$ cat src/include/rps_params.svh
// Timing, index and width constants of the rail power sequencer
`ifndef RPS_PARAMS_SVH
`define RPS_PARAMS_SVH
// System clock rate and the timebase tick
`define RPS_CLK_MHZ 20
`define RPS_TICK_US 1
`define RPS_DIV_W 5
// Timer width in microsecond ticks, wide enough for 4 s
`define RPS_TW 22
// Rail count and positions in the rail vectors
`define RPS_NRAIL 7
`define RPS_NOFF 6
`define RPS_IDX_KA 0
`define RPS_IDX_A 1
`define RPS_IDX_B 2
`define RPS_IDX_C 3
`define RPS_IDX_D 4
`define RPS_IDX_E 5
`define RPS_IDX_SYS 6
// Startup delays and soft-start times in microseconds
`define RPS_KA_DLY_US 400
`define RPS_KA_SS_US 400
`define RPS_A_DLY_US 32000
`define RPS_A_SS_US 100
`define RPS_BCD_DLY_US 2000
`define RPS_BCD_SS_US 400
`define RPS_E_DLY_US 0
`define RPS_E_SS_US 100
`define RPS_SYS_DLY_US 2000
`define RPS_SYS_SS_US 400
// Button long-press threshold and host reset release delay
`define RPS_LONG_PRESS_US 4000000
`define RPS_RST_DLY_US 40000
`endif

$ cat src/include/rps_pkg.sv
// Types shared by the rail power sequencer
`include "rps_params.svh"
package rps_pkg;
    // One-hot rail sequencing states
    typedef enum logic [3:0] {
        RPS_OFF = 4'h1,
        RPS_DLY = 4'h2,
        RPS_RAMP = 4'h4,
        RPS_ON = 4'h8
    } rps_rail_st_t;

    // One rail: state and its microsecond timer
    typedef struct packed {
        rps_rail_st_t st;
        logic [`RPS_TW-1:0] cnt;
    } rps_rail_t;

    // Pin inputs as seen through the synchroniser
    typedef struct packed {
        logic uvlo;
        logic start;
        logic hold;
        logic sys_en;
        logic btn_n;
        logic [`RPS_NRAIL-1:0] pg;
    } rps_pins_t;

    // Rail controls toward the regulators
    typedef struct packed {
        logic [`RPS_NRAIL-1:0] enable;
        logic [`RPS_NRAIL-1:0] ramping;
    } rps_rails_out_t;

    // Whole state of the sequencer
    typedef struct packed {
        rps_pins_t meta;
        rps_pins_t pins;
        logic [`RPS_DIV_W-1:0] div;
        logic tick;
        rps_rail_t [`RPS_NRAIL-1:0] rail;
        logic latched;
        logic long_press;
        logic [`RPS_TW-1:0] btn_cnt;
        logic [`RPS_TW-1:0] rst_cnt;
        logic rst_n;
        rps_rails_out_t out;
    } rps_state_t;

    // Reset value: rails off, lockout assumed, button released
    function automatic rps_state_t rps_reset_value();
        rps_state_t s;
        s = '0;
        for (int i = 0; i < `RPS_NRAIL; i++) begin
            s.rail[i].st = RPS_OFF;
        end
        s.meta.uvlo = 1'b1;
        s.pins.uvlo = 1'b1;
        s.meta.btn_n = 1'b1;
        s.pins.btn_n = 1'b1;
        return s;
    endfunction
endpackage

$ cat src/rtl/rps_sequencer.sv
// Rail power sequencer: keep-alive, cascaded chain, system rail, button and host reset
//
// Behaviour
// - Keep-alive rail on after lockout, 400+400 us
// - Chain start pin enables rail A, 32 ms
// - Rails B..E follow previous rail's regulation
// - Chain latched once A good and hold high
// - System rail from hold AND enable, delayed
// - System rail off when hold or enable low
// - Button held over 4 s drops chain
// - Hold low with start low drops chain
// - Short press pulses host reset, rails stay
// - Long press powers down every rail
// - Release after long press restarts sequence
// - Host reset released 40 ms after E good
`timescale 1ns/1ns
`include "rps_params.svh"

module rps_sequencer #(
    // Delays in microseconds; shorten them for simulation
    parameter logic [`RPS_TW-1:0] KA_DLY_US = `RPS_TW'(`RPS_KA_DLY_US),
    parameter logic [`RPS_TW-1:0] KA_SS_US = `RPS_TW'(`RPS_KA_SS_US),
    parameter logic [`RPS_TW-1:0] A_DLY_US = `RPS_TW'(`RPS_A_DLY_US),
    parameter logic [`RPS_TW-1:0] A_SS_US = `RPS_TW'(`RPS_A_SS_US),
    parameter logic [`RPS_TW-1:0] BCD_DLY_US = `RPS_TW'(`RPS_BCD_DLY_US),
    parameter logic [`RPS_TW-1:0] BCD_SS_US = `RPS_TW'(`RPS_BCD_SS_US),
    parameter logic [`RPS_TW-1:0] E_DLY_US = `RPS_TW'(`RPS_E_DLY_US),
    parameter logic [`RPS_TW-1:0] E_SS_US = `RPS_TW'(`RPS_E_SS_US),
    parameter logic [`RPS_TW-1:0] SYS_DLY_US = `RPS_TW'(`RPS_SYS_DLY_US),
    parameter logic [`RPS_TW-1:0] SYS_SS_US = `RPS_TW'(`RPS_SYS_SS_US),
    parameter logic [`RPS_TW-1:0] LONG_PRESS_US = `RPS_TW'(`RPS_LONG_PRESS_US),
    parameter logic [`RPS_TW-1:0] RST_DLY_US = `RPS_TW'(`RPS_RST_DLY_US)
) (
    // Clock and reset
    input wire logic clk_sys,
    input wire logic rstn,
    // Board and host pins, asynchronous to clk_sys
    input wire logic input_undervoltage_lockout,
    input wire logic chain_start_pin,
    input wire logic power_hold_input,
    input wire logic system_rail_enable_input,
    input wire logic push_button_input_n,
    // Power-good of each rail from the analog side
    input wire logic [`RPS_NRAIL-1:0] rail_power_good,
    // Rail enables and soft-start indications
    output rps_pkg::rps_rails_out_t rails_out,
    // Enables of the regulators outside every sequence
    output logic [`RPS_NOFF-1:0] unsequenced_rail_enable,
    // Host processor reset
    output logic host_reset_out_n
);
    import rps_pkg::*;

    // How the block works as a whole:
    // - Every pin is asynchronous to clk_sys and passes two flip-flops, so a
    //   pin change reaches the logic two clocks after it settles.
    // - All timers count one-cycle microsecond enables from a single free-running
    //   divider. A delay of N ticks therefore lasts between N-1 and N microseconds,
    //   plus a few clocks; one shared divider was traded for that one-tick slack.
    // - Each rail runs its own small sequencer: off, startup delay, soft-start, on.
    //   Dropping its request returns it to off in one clock, without ramp-down.
    // - A long press overrides every request until the button is released, so the
    //   whole startup sequence runs again from the pins afterwards.
    // - Power-good of the keep-alive and system rails is synchronised with the rest
    //   but steers nothing; only chain rails gate their successors.
    // - The host reset is a plain level, held low until rail E has been good for
    //   the release delay; a short press restarts that delay.
    // - The hold latch keeps the chain on after the chain-start pin returns low;
    //   only a long press, or hold low with the pin low, clears it.
    // - The six regulators outside every sequence are tied off here; nothing in
    //   this block can turn them on.

    // Timebase tick period in system clocks, derived from the clock rate
    localparam int TICK_CYCLES = `RPS_CLK_MHZ * `RPS_TICK_US;
    localparam logic [`RPS_DIV_W-1:0] DIV_LAST = `RPS_DIV_W'(TICK_CYCLES - 1);
    localparam logic [`RPS_TW-1:0] ONE_TICK = `RPS_TW'(1);
    localparam rps_state_t ST_RST = rps_reset_value();

    // Per-rail startup delay and soft-start times
    // Rails B, C and D share one delay pair; rail E has no startup delay
    localparam logic [`RPS_TW-1:0] DLY_US [`RPS_NRAIL] = '{
        KA_DLY_US, A_DLY_US, BCD_DLY_US, BCD_DLY_US, BCD_DLY_US, E_DLY_US, SYS_DLY_US
    };
    localparam logic [`RPS_TW-1:0] SS_US [`RPS_NRAIL] = '{
        KA_SS_US, A_SS_US, BCD_SS_US, BCD_SS_US, BCD_SS_US, E_SS_US, SYS_SS_US
    };

    // Only state_reg holds flip-flops; everything below is combinational
    rps_state_t state_reg; // Registered state
    rps_state_t state_next; // Next state
    rps_pins_t pin_raw; // Pins gathered before the synchroniser
    logic [`RPS_NRAIL-1:0] rail_req; // Each rail's enable request
    rps_rail_t [`RPS_NRAIL-1:0] rail_next; // Each rail's next state
    logic btn_pressed; // Synchronised button is held down
    logic chain_run; // The cascaded chain is requested
    logic short_press; // Button released before long-press threshold

    // Advance one rail: off, startup delay, soft-start, on
    function automatic rps_rail_t rail_step(
        input rps_rail_t cur,
        input logic req,
        input logic tick,
        input logic [`RPS_TW-1:0] dly,
        input logic [`RPS_TW-1:0] ss
    );
        // Next rail state, starting from the current one
        rps_rail_t nx;
        nx = cur;
        if (!req) begin
            // Dropping the request disables the rail at once
            nx.st = RPS_OFF;
            nx.cnt = '0;
        end else begin
            unique case (cur.st)
                RPS_OFF: begin
                    // Request seen: the startup delay counts from zero
                    nx.st = RPS_DLY;
                    nx.cnt = '0;
                end
                RPS_DLY: begin
                    // A zero delay passes straight on to soft-start
                    if (cur.cnt >= dly) begin
                        // Delay over: enable rises together with the soft-start flag
                        nx.st = RPS_RAMP;
                        nx.cnt = '0;
                    end else if (tick) begin
                        nx.cnt = cur.cnt + ONE_TICK;
                    end
                end
                RPS_RAMP: begin
                    // Soft-start window; the regulator shapes the ramp itself
                    if (cur.cnt >= ss) begin
                        // Window over: enable stays, soft-start flag falls
                        nx.st = RPS_ON;
                        nx.cnt = '0;
                    end else if (tick) begin
                        nx.cnt = cur.cnt + ONE_TICK;
                    end
                end
                RPS_ON: begin
                    // Rail stays on for as long as its request stands
                    nx.cnt = '0;
                end
                default: begin
                    // An illegal code falls back to off
                    nx.st = RPS_OFF;
                    nx.cnt = '0;
                end
            endcase
        end
        return nx;
    endfunction

    // Pins into one bundle for the two-stage synchroniser
    assign pin_raw = '{
        uvlo: input_undervoltage_lockout,
        start: chain_start_pin,
        hold: power_hold_input,
        sys_en: system_rail_enable_input,
        btn_n: push_button_input_n,
        pg: rail_power_good
    };

    // Button is active low; pressed means the synchronised level is low
    assign btn_pressed = !state_reg.pins.btn_n;

    // Chain runs on the pin or the latch, never during a long press
    assign chain_run = (state_reg.pins.start || state_reg.latched) && !state_reg.long_press;

    // Release with some press time counted and no long press yet
    assign short_press = !btn_pressed && (state_reg.btn_cnt != '0) && !state_reg.long_press;

    // Requests: each chain rail after A waits for the previous rail's power-good
    always_comb begin
        rail_req = '0;
        // Keep-alive needs input power above lockout and no long press
        rail_req[`RPS_IDX_KA] = !state_reg.pins.uvlo && !state_reg.long_press;
        // Rail A starts from the pin or from the hold latch
        rail_req[`RPS_IDX_A] = chain_run;
        // Losing a power-good drops this rail and, through it, every later one
        rail_req[`RPS_IDX_B] = chain_run && state_reg.pins.pg[`RPS_IDX_A];
        rail_req[`RPS_IDX_C] = chain_run && state_reg.pins.pg[`RPS_IDX_B];
        rail_req[`RPS_IDX_D] = chain_run && state_reg.pins.pg[`RPS_IDX_C];
        // Rail E has no startup delay and starts on D's power-good while the chain runs
        rail_req[`RPS_IDX_E] = chain_run && state_reg.pins.pg[`RPS_IDX_D];
        // System rail follows the AND directly, so either input low kills it
        rail_req[`RPS_IDX_SYS] = state_reg.pins.hold && state_reg.pins.sys_en
            && !state_reg.long_press;
    end

    // One sequencer per rail, each with its own delay pair
    // The delay pairs are constants, so each copy folds to its own compares
    for (genvar i = 0; i < `RPS_NRAIL; i++) begin : g_rail
        assign rail_next[i] = rail_step(state_reg.rail[i], rail_req[i], state_reg.tick,
            DLY_US[i], SS_US[i]);
    end

    // Next-state logic for the whole block
    always_comb begin
        state_next = state_reg;
        // Fields not touched below keep their value

        // Synchroniser: first stage feeds only the second
        state_next.meta = pin_raw;
        state_next.pins = state_reg.meta;

        // Microsecond timebase as a one-cycle enable
        // The divider free-runs from reset and is never restarted by a request,
        // so the first tick of any delay may come after only one clock
        if (state_reg.div == DIV_LAST) begin
            state_next.div = '0;
            state_next.tick = 1'b1;
        end else begin
            // Count up between ticks
            state_next.div = state_reg.div + `RPS_DIV_W'(1);
            state_next.tick = 1'b0;
        end

        // Every rail advances each clock; the timers themselves wait for the tick
        state_next.rail = rail_next;

        // Button timing: a long press holds everything down until release
        if (btn_pressed) begin
            // Count held microseconds, stopping once a long press is seen
            if (state_reg.tick && !state_reg.long_press) begin
                // Long press only once the hold passes the threshold
                if (state_reg.btn_cnt >= LONG_PRESS_US) begin
                    state_next.long_press = 1'b1;
                end else begin
                    // Below threshold: keep counting
                    // The count stops at the threshold, so it never wraps while held
                    state_next.btn_cnt = state_reg.btn_cnt + ONE_TICK;
                end
            end
        end else begin
            // A short press is seen in this same cycle, from the count still held
            // Release clears the flag so the full sequence runs again
            state_next.btn_cnt = '0;
            state_next.long_press = 1'b0;
        end

        // Chain latch: set by rail A good with hold high
        // A long press wins over setting the latch, so a held button cannot re-latch
        if (state_next.long_press) begin
            state_next.latched = 1'b0;
        end else if (state_reg.latched && !state_reg.pins.hold && !state_reg.pins.start) begin
            // Hold dropped with the pin low: the host asks for the chain to stop
            state_next.latched = 1'b0;
        end else if (state_reg.pins.pg[`RPS_IDX_A] && state_reg.pins.hold
            && (state_reg.rail[`RPS_IDX_A].st == RPS_ON)) begin
            // Rail A on and good with hold high: latch the chain
            state_next.latched = 1'b1;
        end

        // Host reset: held low until rail E has been good for the delay
        if (!state_reg.pins.pg[`RPS_IDX_E] || (state_reg.rail[`RPS_IDX_E].st != RPS_ON)
            || short_press) begin
            // A short press restarts the delay; rails are untouched
            state_next.rst_cnt = '0;
            state_next.rst_n = 1'b0;
        end else if (state_reg.rst_cnt >= RST_DLY_US) begin
            // Delay has run: release the host, the count holds here
            state_next.rst_n = 1'b1;
        end else begin
            // Still counting: the host stays in reset
            state_next.rst_n = 1'b0;
            // Count only on the timebase enable
            if (state_reg.tick) begin
                state_next.rst_cnt = state_reg.rst_cnt + ONE_TICK;
            end
        end

        // Registered rail controls decoded from the next rail states
        // Decoding from the next state keeps the outputs in step with the rail state
        for (int j = 0; j < `RPS_NRAIL; j++) begin
            state_next.out.enable[j] = (rail_next[j].st == RPS_RAMP) || (rail_next[j].st == RPS_ON);
            state_next.out.ramping[j] = (rail_next[j].st == RPS_RAMP);
        end
    end

    // State register with asynchronous reset to constants only
    always_ff @(posedge clk_sys or negedge rstn) begin
        if (!rstn) begin
            // Rails off, host reset low, pins as if power were absent
            state_reg <= ST_RST;
        end else begin
            // Otherwise take the next state
            state_reg <= state_next;
        end
    end

    // Outputs straight from the state register
    // No logic sits between these flip-flops and the pins
    assign rails_out = state_reg.out;
    assign host_reset_out_n = state_reg.rst_n;

    // Rails outside every sequence stay disabled
    // Any later control of these rails lives outside this block
    assign unsequenced_rail_enable = `RPS_NOFF'(0);

endmodule // rps_sequencer

$ cat config.mk
export PLATFORM = sky130hd
export DESIGN_NAME = rps_sequencer
export DESIGN_NICKNAME = d
export VERILOG_FILES = /design/src/include/rps_pkg.sv /design/src/rtl/rps_sequencer.sv
export VERILOG_INCLUDE_DIRS = /design/src /design/src/include
export SDC_FILE = /design/constraint.sdc
export NUM_CORES = 1
export LEC_CHECK = 0
export ABC_AREA = 1
export BUFFER_PORTS_ARGS = -buffer_cell sky130_fd_sc_hd__buf_2
export CAP_MARGIN = 20
export CELL_PAD_IN_SITES_DETAIL_PLACEMENT = 1
export CELL_PAD_IN_SITES_GLOBAL_PLACEMENT = 1
export CORE_MARGIN = 5
export CORE_UTILIZATION = 43
export CTS_CLUSTER_SIZE = 25
export DETAILED_ROUTE_END_ITERATION = 10
export PLACE_DENSITY = 0.78
export SYNTH_ARGS = -nofsm -noshare
export SYNTH_HDL_FRONTEND = slang
export SYNTH_SLANG_ARGS = --single-unit
$ cat constraint.sdc
create_clock -name clk_sys -period 1.5 [get_ports clk_sys]
set_input_delay 0.15 -clock clk_sys [delete_from_list [all_inputs] [get_ports clk_sys]]
set_output_delay 0.15 -clock clk_sys [all_outputs]
set_load 0.005 [all_outputs]
==> out/results.md, run 1 <==
### Finish
* **number of flip-flops under the largest register name** 244
* **number of nets in the layout** 1737
* **utilization of the core after routing** 59.7%
* **fraction of layout cells with a size suffix above 1** 32.1%
* **P&R area growth vs syn** 36.8%
* **final cell count without fillers** 2105

### Logic synthesis
* **sequential element share of the synthesized area** 55.3%
* **combinational family with the most area after synthesis** simple AND/OR/NAND/NOR gates
* **main area contributors after synthesis** sky130_fd_sc_hd__dfrtp_1 53%, sky130_fd_sc_hd__nand2_1 8.4%, sky130_fd_sc_hd__nor2_1 8.0%
* **Warnings, synthesis** 0
* **multiplexer fraction of the synthesized cell area** 0%
* **count of distinct cell types in the synthesized netlist** 43
* **most numerous cell in the Yosys netlist** sky130_fd_sc_hd__nand2_1
* **count of flip-flops with a built-in enable after synthesis** 0
* **top cells by instance count after synthesis** 274 x sky130_fd_sc_hd__nand2_1, 260 x sky130_fd_sc_hd__nor2_1, 258 x sky130_fd_sc_hd__dfrtp_1
* **netlist area before placement** 12200 um2
* **share of synthesized cell area in full adder, half adder and majority cells** 1.95%
* **count of mapped cells out of synthesis** 1381
* **fraction of the mapped netlist area in simple logic gates** 26.7%
* **leading register cell type out of synthesis** sky130_fd_sc_hd__dfrtp_1
* **cell taking the most area after synthesis** sky130_fd_sc_hd__dfrtp_1
* **post-synthesis average cell area** 8.84 um2
* **fraction of post-synthesis cell area in the top cell type by area** 52.9%
* **complex-gate fraction of the synthesized area** 4.42%
* **xor and xnor fraction of the mapped netlist area** 4.74%
* **Async S/R FF share, synth** 100%
* **number of synthesized register bits** 269

### Detailed routing
* **violation count after the first detailed-route iteration** 585
* **DRC violation count after routing** 0
* **first-pass iteration count of the detailed router** 4
* **average via count per standard cell** 5.17
* **count of nets left with antenna violations after detail routing** 0
* **count of vias placed by the detailed router** 10877
* **sum of routed wire length over all layers** 41.1 mm
* **average wire per cell in the routed design** 19.5 um

### Timing
* **worst path setup slack after routing** -271 ps
* **crit share post-route** 118%
* **Setup Skew** 12.0 ps
* **final hold violation count** 0
* **number of pins exceeding their max-slew limit in the final report** 0
* **final setup violation count** 107
* **setup TNS after final layout** -11660 ps
* **RSZ-0062 raised after global routing** true
* **final worst hold slack** 118 ps
* **min Tclk post-route** 1770 ps
* **Highest Clock Rate** 565 MHz

### Die
* **effective utilization at floorplan** 43.7%
* **Rows** 61
* **top-level port count** 35
* **chip height** 178 um
* **die outline area** 31800 um2
* **die width** 178 um
* **placeable core area** 27900 um2

### Placement
* **Port-buffer cells** 26
* **total instance count after detailed placement** 1985
* **detailed placement HPWL** 21.4 mm
* **RePlAce Congestion** 0.873

### Worst hold path
* **min-delay worst type** in2async

### Global routing
* **leftover overflow at the end of global routing** 0
* **antenna violations before repair** 1
* **global-route usage over all layers** 20.3%
* **maximum number of pins on one net before global-route repair** 44
* **global-route wire length before repair** 53.4 mm
* **number of global-route vias before repair** 10992

### Setup path
* **classification of the worst setup path** reg2reg
* **Data required, critical path** 1990 ps
* **start of the worst register-to-register path** state_reg[51]$_DFFE_PN0P_
* **maximum fanout encountered on the critical timing path** 9
* **arrival time at the worst endpoint** 2260 ps
* **Cell Chain, Critical Path** nor2_2 -> nand2_1 -> nor2_2 -> nand3_2 -> nand2_2 -> nand2_4 -> nor2_4 -> buf_12 -> nand2_1 -> nand2_1
* **Worst setup EP type** flop
* **worst reg2reg path depth** 10
* **capture point of the worst reg-to-reg path** state_reg[27]$_DFFE_PN0P_
* **crit-path max cell delay** 430 ps
* **cell seen most often among critical-path stages** sky130_fd_sc_hd__nand2_1
* **Reg2Reg Setup Slack** -270 ps
* **type of origin of the critical path** flop
* **Worst path slowest cell** sky130_fd_sc_hd__dfrtp_1

### Clock network
* **TritonCTS clock tree** yes
* **# clock sinks** 269
* **total clock buffers created by CTS** 29
* **clock latency reported for the late side of the worst-skew pair** 560 ps
* **library cell used as clock root buffer** sky130_fd_sc_hd__clkbuf_16
* **H-tree depth** 1
* **buffer levels on the longest clock path** 3
* **clock-pin slew of the registers on the worst-case setup and hold paths** 70 ps

### Power and ir drop
* **Peak VDD IR** 955 uV
* **Pwr Total** 15.5 mW
* **leakage power** 7.52 nW
* **Pwr per Cell Area** 931 nW/um2

### Run status
* **violated checks** setup timing
* **outcome** complete, but fails checks

### Run
* **count of max-cap constraint violations** 0

==> critical path, delay by kind of cell (launching register included) <==
family | cells | cell delay [ps]
buffers and inverters | 1 | 140
DFF | 1 | 430
and+or+nand+nor | 9 | 1150
==> routing by layer <==
metal  share of wire, %  GRT usage [%]  wire [um]  vias to the layer above
li1                   -              -          -                     4912
met1                 38           25.3      15600                     5537
met2                 54           37.8      22200                      301
met3                4.0           2.37       1630                      127
met4                4.1           4.32       1670                        0
met5                  0              0          0                        -
==> report_power, final <==
part	internal, mW	leakage [nW]	switching (mW)
clock network	4.13	0.454	3.00
registers	7.48	3.48	0.106
logic	0.293	3.59	0.529
total	11.9	7.52	3.63
==> what timing repair did <==
item	in CTS	in global routing
gates resized for setup	107	179
buffers inserted	13	43
hold buffers	11	0
pin swaps	26	58
setup endpoints to repair	110	136
gates cloned	2	3
endpoints found under the hold margin	270	0
==> metrics by stage <==
| step | setup slack, ps | cell area (um2) |
|---|---|---|
| floorplan | 37.3 | 12500 |
| global placement | -140 | 14200 |
| detailed placement | -186 | 14200 |
| CTS | -118 | 15700 |
| global route | -341 | 16700 |
| finish | -271 | 16700 |
==> worst max path at each step <==
stage                                endpoint                 startpoint  slack, ps  cells past startpoint
floorplan           state_reg[49]$_DFFE_PN0P_  state_reg[37]$_DFFE_PN0P_         40                      9
global placement    state_reg[16]$_DFFE_PN0P_  state_reg[49]$_DFFE_PN0P_       -140                     10
detailed placement     rails_out[8]$_DFF_PN0_   state_reg[105]$_DFF_PN0_       -190                      7
CTS                 state_reg[15]$_DFFE_PN0P_  state_reg[37]$_DFFE_PN0P_       -120                     11
global route        state_reg[27]$_DFFE_PN0P_  state_reg[38]$_DFFE_PN0P_       -340                     11
finish              state_reg[27]$_DFFE_PN0P_  state_reg[51]$_DFFE_PN0P_       -270                     10
==> area by class of cell <==
| type | instances | area [um2] |
|---|---|---|
| Sequential cell | 269 | 6750 |
| Inverter | 143 | 541 |
| Fill cell | 3218 | 11200 |
| Multi-Input combinational cell | 1011 | 5830 |
| Tap cell | 378 | 473 |
| Clock buffer | 48 | 877 |
| Clock inverter | 5 | 52.6 |
| Antenna cell | 1 | 2.50 |
| Timing Repair Buffer | 250 | 2160 |
==> logic make-up (layout without fill, tap and decap cells) <==
| kind of cell | after synthesis | in the layout |
|---|---|---|
| other | 1 | 86 |
| flip-flops | 269 | 269 |
| AO/OA/AOI/OAI | 90 | 90 |
| adder cells (fa/ha/maj) | 19 | 19 |
| XOR/XNOR | 66 | 66 |
| buffers and inverters | 185 | 446 |
| AND/OR/NAND/NOR | 751 | 751 |
==> cells in the final DEF (no fill, tap or decap), types with 13 or more instances in the layout <==
cell / synthesis / routed
sky130_fd_sc_hd__nand3_1: 98 / 76
sky130_fd_sc_hd__nor2_2: 14 / 86
sky130_fd_sc_hd__clkbuf_16: 0 / 32
sky130_fd_sc_hd__nor2_1: 260 / 163
sky130_fd_sc_hd__nand2_1: 274 / 241
sky130_fd_sc_hd__buf_2: 6 / 25
sky130_fd_sc_hd__nor3_1: 30 / 20
sky130_fd_sc_hd__nand3_2: 4 / 23
sky130_fd_sc_hd__inv_2: 4 / 18
sky130_fd_sc_hd__a21oi_2: 0 / 13
sky130_fd_sc_hd__buf_4: 24 / 182
sky130_fd_sc_hd__nor2_4: 1 / 26
sky130_fd_sc_hd__o21ai_2: 13 / 16
sky130_fd_sc_hd__a21oi_1: 41 / 26
sky130_fd_sc_hd__dfrtp_1: 258 / 255
sky130_fd_sc_hd__ha_1: 19 / 17
sky130_fd_sc_hd__xnor2_1: 16 / 16
sky130_fd_sc_hd__inv_1: 139 / 124
sky130_fd_sc_hd__xor2_1: 50 / 47
sky130_fd_sc_hd__o21ai_0: 18 / 15
sky130_fd_sc_hd__conb_1: 1 / 85
sky130_fd_sc_hd__nand2_2: 4 / 29
sky130_fd_sc_hd__buf_12: 0 / 16
sky130_fd_sc_hd__nand4_1: 35 / 35
Power figures use the tool's default switching activity.
==> inputs of run 2 (changes only) <==
--- a/config.mk
+++ b/config.mk
@@ -16,6 +16,7 @@
 export CTS_CLUSTER_SIZE = 25
 export DETAILED_ROUTE_END_ITERATION = 10
 export PLACE_DENSITY = 0.78
+export SKIP_LAST_GASP = 1
 export SYNTH_ARGS = -nofsm -noshare
 export SYNTH_HDL_FRONTEND = slang
 export SYNTH_SLANG_ARGS = --single-unit
==> run 2 against run 1 <==
  * The flow still finishes with violations (setup timing)
  * Combinational power is essentially flat
  * Clock-buffer cell count is the same
  * Total power grew 0.33%
  * Fmax grew 0.19%
  * Non-clock buffer count is the same
  * Flip-flop and latch count is the same
  * Clock power grew 0.7%
  * Hold slack gained 11 ps
  * Global-route usage is essentially flat
  * Setup slack gained 3.4 ps
  * Cell area shrank 0.27%
  * Largest cell class unchanged
==> out/results.md, run 2 (same netlist as run 1, synthesis figures left out) <==
### Finish
* **number of flip-flops under the largest register name** 244, unchanged
* **count of filler cells inserted in the layout** 3207, was 3218
* **P&R area growth vs syn** 36.4%, was 36.8%
* **leading cell type in the layout, fill and taps excluded** sky130_fd_sc_hd__dfrtp_1, unchanged
* **number of nets in the layout** 1737, unchanged
* **leading cell types in the layout, fill and taps excluded** 255 x sky130_fd_sc_hd__dfrtp_1, 242 x sky130_fd_sc_hd__nand2_1, 182 x sky130_fd_sc_hd__buf_4, was 255 x sky130_fd_sc_hd__dfrtp_1, 241 x sky130_fd_sc_hd__nand2_1, 182 x sky130_fd_sc_hd__buf_4
* **fraction of layout cells with a size suffix above 1** 31.4%, was 32.1%

### Clock network
* **clock-pin slew of the registers on the worst-case setup and hold paths** 80 ps, was 70 ps
* **total clock buffers created by CTS** 29, unchanged
* **clock latency reported for the late side of the worst-skew pair** 560 ps, about the same
* **buffer levels on the longest clock path** 3, unchanged
* **# clock sinks** 269, unchanged
* **library cell used as clock root buffer** sky130_fd_sc_hd__clkbuf_16, unchanged
* **H-tree depth** 1, unchanged
* **TritonCTS clock tree** yes, unchanged

### Power and ir drop
* **switching share of power** 23.6%, was 23.4%
* **portion of total power attributed to combinational logic** 5.3%, about the same
* **net switching power figure** 3.68 mW, was 3.63 mW
* **Pwr per Cell Area** 936 nW/um2, was 931 nW/um2
* **leakage power** 7.52 nW, about the same
* **portion of total power attributed to the clock network** 46.0%, was 45.9%
* **Peak VDD IR** 965 uV, was 955 uV
* **Internal Power** 11.9 mW, about the same
* **Pwr Total** 15.6 mW, was 15.5 mW
* **Sequential Power Share** 48.7%, was 48.8%

### Setup path
* **classification of the worst setup path** reg2reg, unchanged
* **maximum fanout encountered on the critical timing path** 9, unchanged
* **arrival time at the worst endpoint** 2250 ps, was 2260 ps
* **type of origin of the critical path** flop, unchanged
* **Data required, critical path** 1980 ps, was 1990 ps
* **Worst setup EP type** flop, unchanged

### Timing
* **worst path setup slack after routing** -268 ps, was -271 ps
* **min Tclk post-route** 1770 ps, about the same
* **RSZ-0062 raised after global routing** true, unchanged
* **final worst hold slack** 129 ps, was 118 ps
* **crit share post-route** 118%, about the same
* **number of pins exceeding their max-slew limit in the final report** 0, unchanged
* **Highest Clock Rate** 566 MHz, was 565 MHz
* **final hold violation count** 0, unchanged
* **final setup violation count** 98, was 107
* **Setup Skew** 15.4 ps, was 12.0 ps

### Detailed routing
* **average via count per standard cell** 5.19, was 5.17
* **DRC violation count after routing** 0, unchanged
* **violation count after the first detailed-route iteration** 596, was 585
* **count of nets left with antenna violations after detail routing** 0, unchanged
* **first-pass iteration count of the detailed router** 4, unchanged
* **average wire per cell in the routed design** 19.6 um, was 19.5 um
* **sum of routed wire length over all layers** 41.3 mm, was 41.1 mm
* **count of vias placed by the detailed router** 10919, was 10877

### Die
* **chip height** 178 um, unchanged
* **Rows** 61, unchanged
* **effective utilization at floorplan** 43.7%, unchanged
* **die outline area** 31800 um2, unchanged
* **top-level port count** 35, unchanged
* **die width** 178 um, unchanged
* **placeable core area** 27900 um2, unchanged

### Placement
* **Port-buffer cells** 26, unchanged
* **RePlAce Congestion** 0.873, unchanged
* **detailed placement HPWL** 21.4 mm, unchanged

### Run
* **count of max-cap constraint violations** 0, unchanged

### Global routing
* **antenna violations before repair** 1, unchanged
* **leftover overflow at the end of global routing** 0, unchanged
* **global-route wire length before repair** 53.4 mm, about the same
* **global-route usage over all layers** 20.3%, about the same
* **number of global-route vias before repair** 10985, was 10992
* **maximum number of pins on one net before global-route repair** 44, unchanged

### Run status
* **violated checks** setup timing, unchanged
* **outcome** complete, but fails checks, unchanged

### Worst hold path
* **min-delay worst type** in2async, unchanged

==> run 2: power groups by stage <==
stage | Combinational, mW | Clock (mW) | Sequential, mW
floorplan | 0.296 | 0 | 7.67
global placement | 0.591 | 0 | 7.68
detailed placement | 0.621 | 0 | 7.70
CTS | 0.687 | 7.16 | 7.57
global route | 0.914 | 7.65 | 7.60
finish | 0.824 | 7.17 | 7.59
==> run 2: worst paths after layout <==
| kind | endpoint | start | slack [ps] | depth (start not counted) |
|---|---|---|---|---|
| max | state_reg[16]$_DFFE_PN0P_ | state_reg[58]$_DFFE_PN0P_ | -270 | 10 |
| min | state_reg[235]$_DFF_PN0_ | rstn | 130 | 2 |
| max reg2reg | state_reg[16]$_DFFE_PN0P_ | state_reg[58]$_DFFE_PN0P_ | -270 | 10 |
| min reg2reg | state_reg[252]$_DFF_PN0_ | state_next[252]$_DFF_PN0_ | 340 | 0 |
| max in group asynchronous | state_reg[161]$_DFF_PN1_ | rstn | 710 | 3 |
| min in group clk_sys | state_next[259]$_DFF_PN0_ | chain_start_pin | 240 | 2 |
==> run 2: final cells by class <==
class                   instances  area [um2]  area share, %
inverters                     143         541           3.25
multi-input cells            1011        5790           34.8
flip-flops and latches        269        6750           40.6
clock buffers                  48         877           5.27
clock inverters                 5        52.6          0.316
well taps                     378         473           2.84
diodes                          1        2.50         0.0150
repair buffers                250        2160           13.0
==> run 2: what timing repair did <==
item	in CTS	in global routing
resized for setup	100	172
endpoints found under the hold margin	270	0
endpoints found under the setup margin	110	136
pin swaps	25	56
cloned	2	3
hold buffers	11	0
buffers inserted	13	43
==> run 2: metrics by stage <==
step / worst slack (ps) / std cells / TNS (ps) / utilization, % / cell area [um2]
floorplan: 37.3 / 1465 / 0 / - / 12500
global placement: -140 / 1985 / -2600 / 50.7 / 14200
detailed placement: -186 / 1985 / -7040 / 50.7 / 14200
CTS: -118 / 2062 / -2300 / 56.0 / 15700
global route: -323 / 2105 / -16140 / 59.6 / 16600
finish: -268 / 2105 / -7960 / 59.6 / 16600
==> run 2: worst max-delay path, stage by stage (launching register included) <==
cell and delay, ps:
sky130_fd_sc_hd__dfrtp_1 420, sky130_fd_sc_hd__nor2_1 130, sky130_fd_sc_hd__nand3_1 140, sky130_fd_sc_hd__nor2_2 160
sky130_fd_sc_hd__nand3_2 150, sky130_fd_sc_hd__nand2_2 120, sky130_fd_sc_hd__nand2_4 70, sky130_fd_sc_hd__nor2_4 140
sky130_fd_sc_hd__buf_12 150, sky130_fd_sc_hd__nand2_1 80, sky130_fd_sc_hd__nand2_1 130
==> run 2: routing by layer <==
metal,vias up,part of all wire [%],GRT usage (%)
met4,0,3.9,4.45
met5,-,0,0
li1,4917,-,-
met3,127,4.0,2.44
met1,5571,38,25.2
met2,304,54,37.8
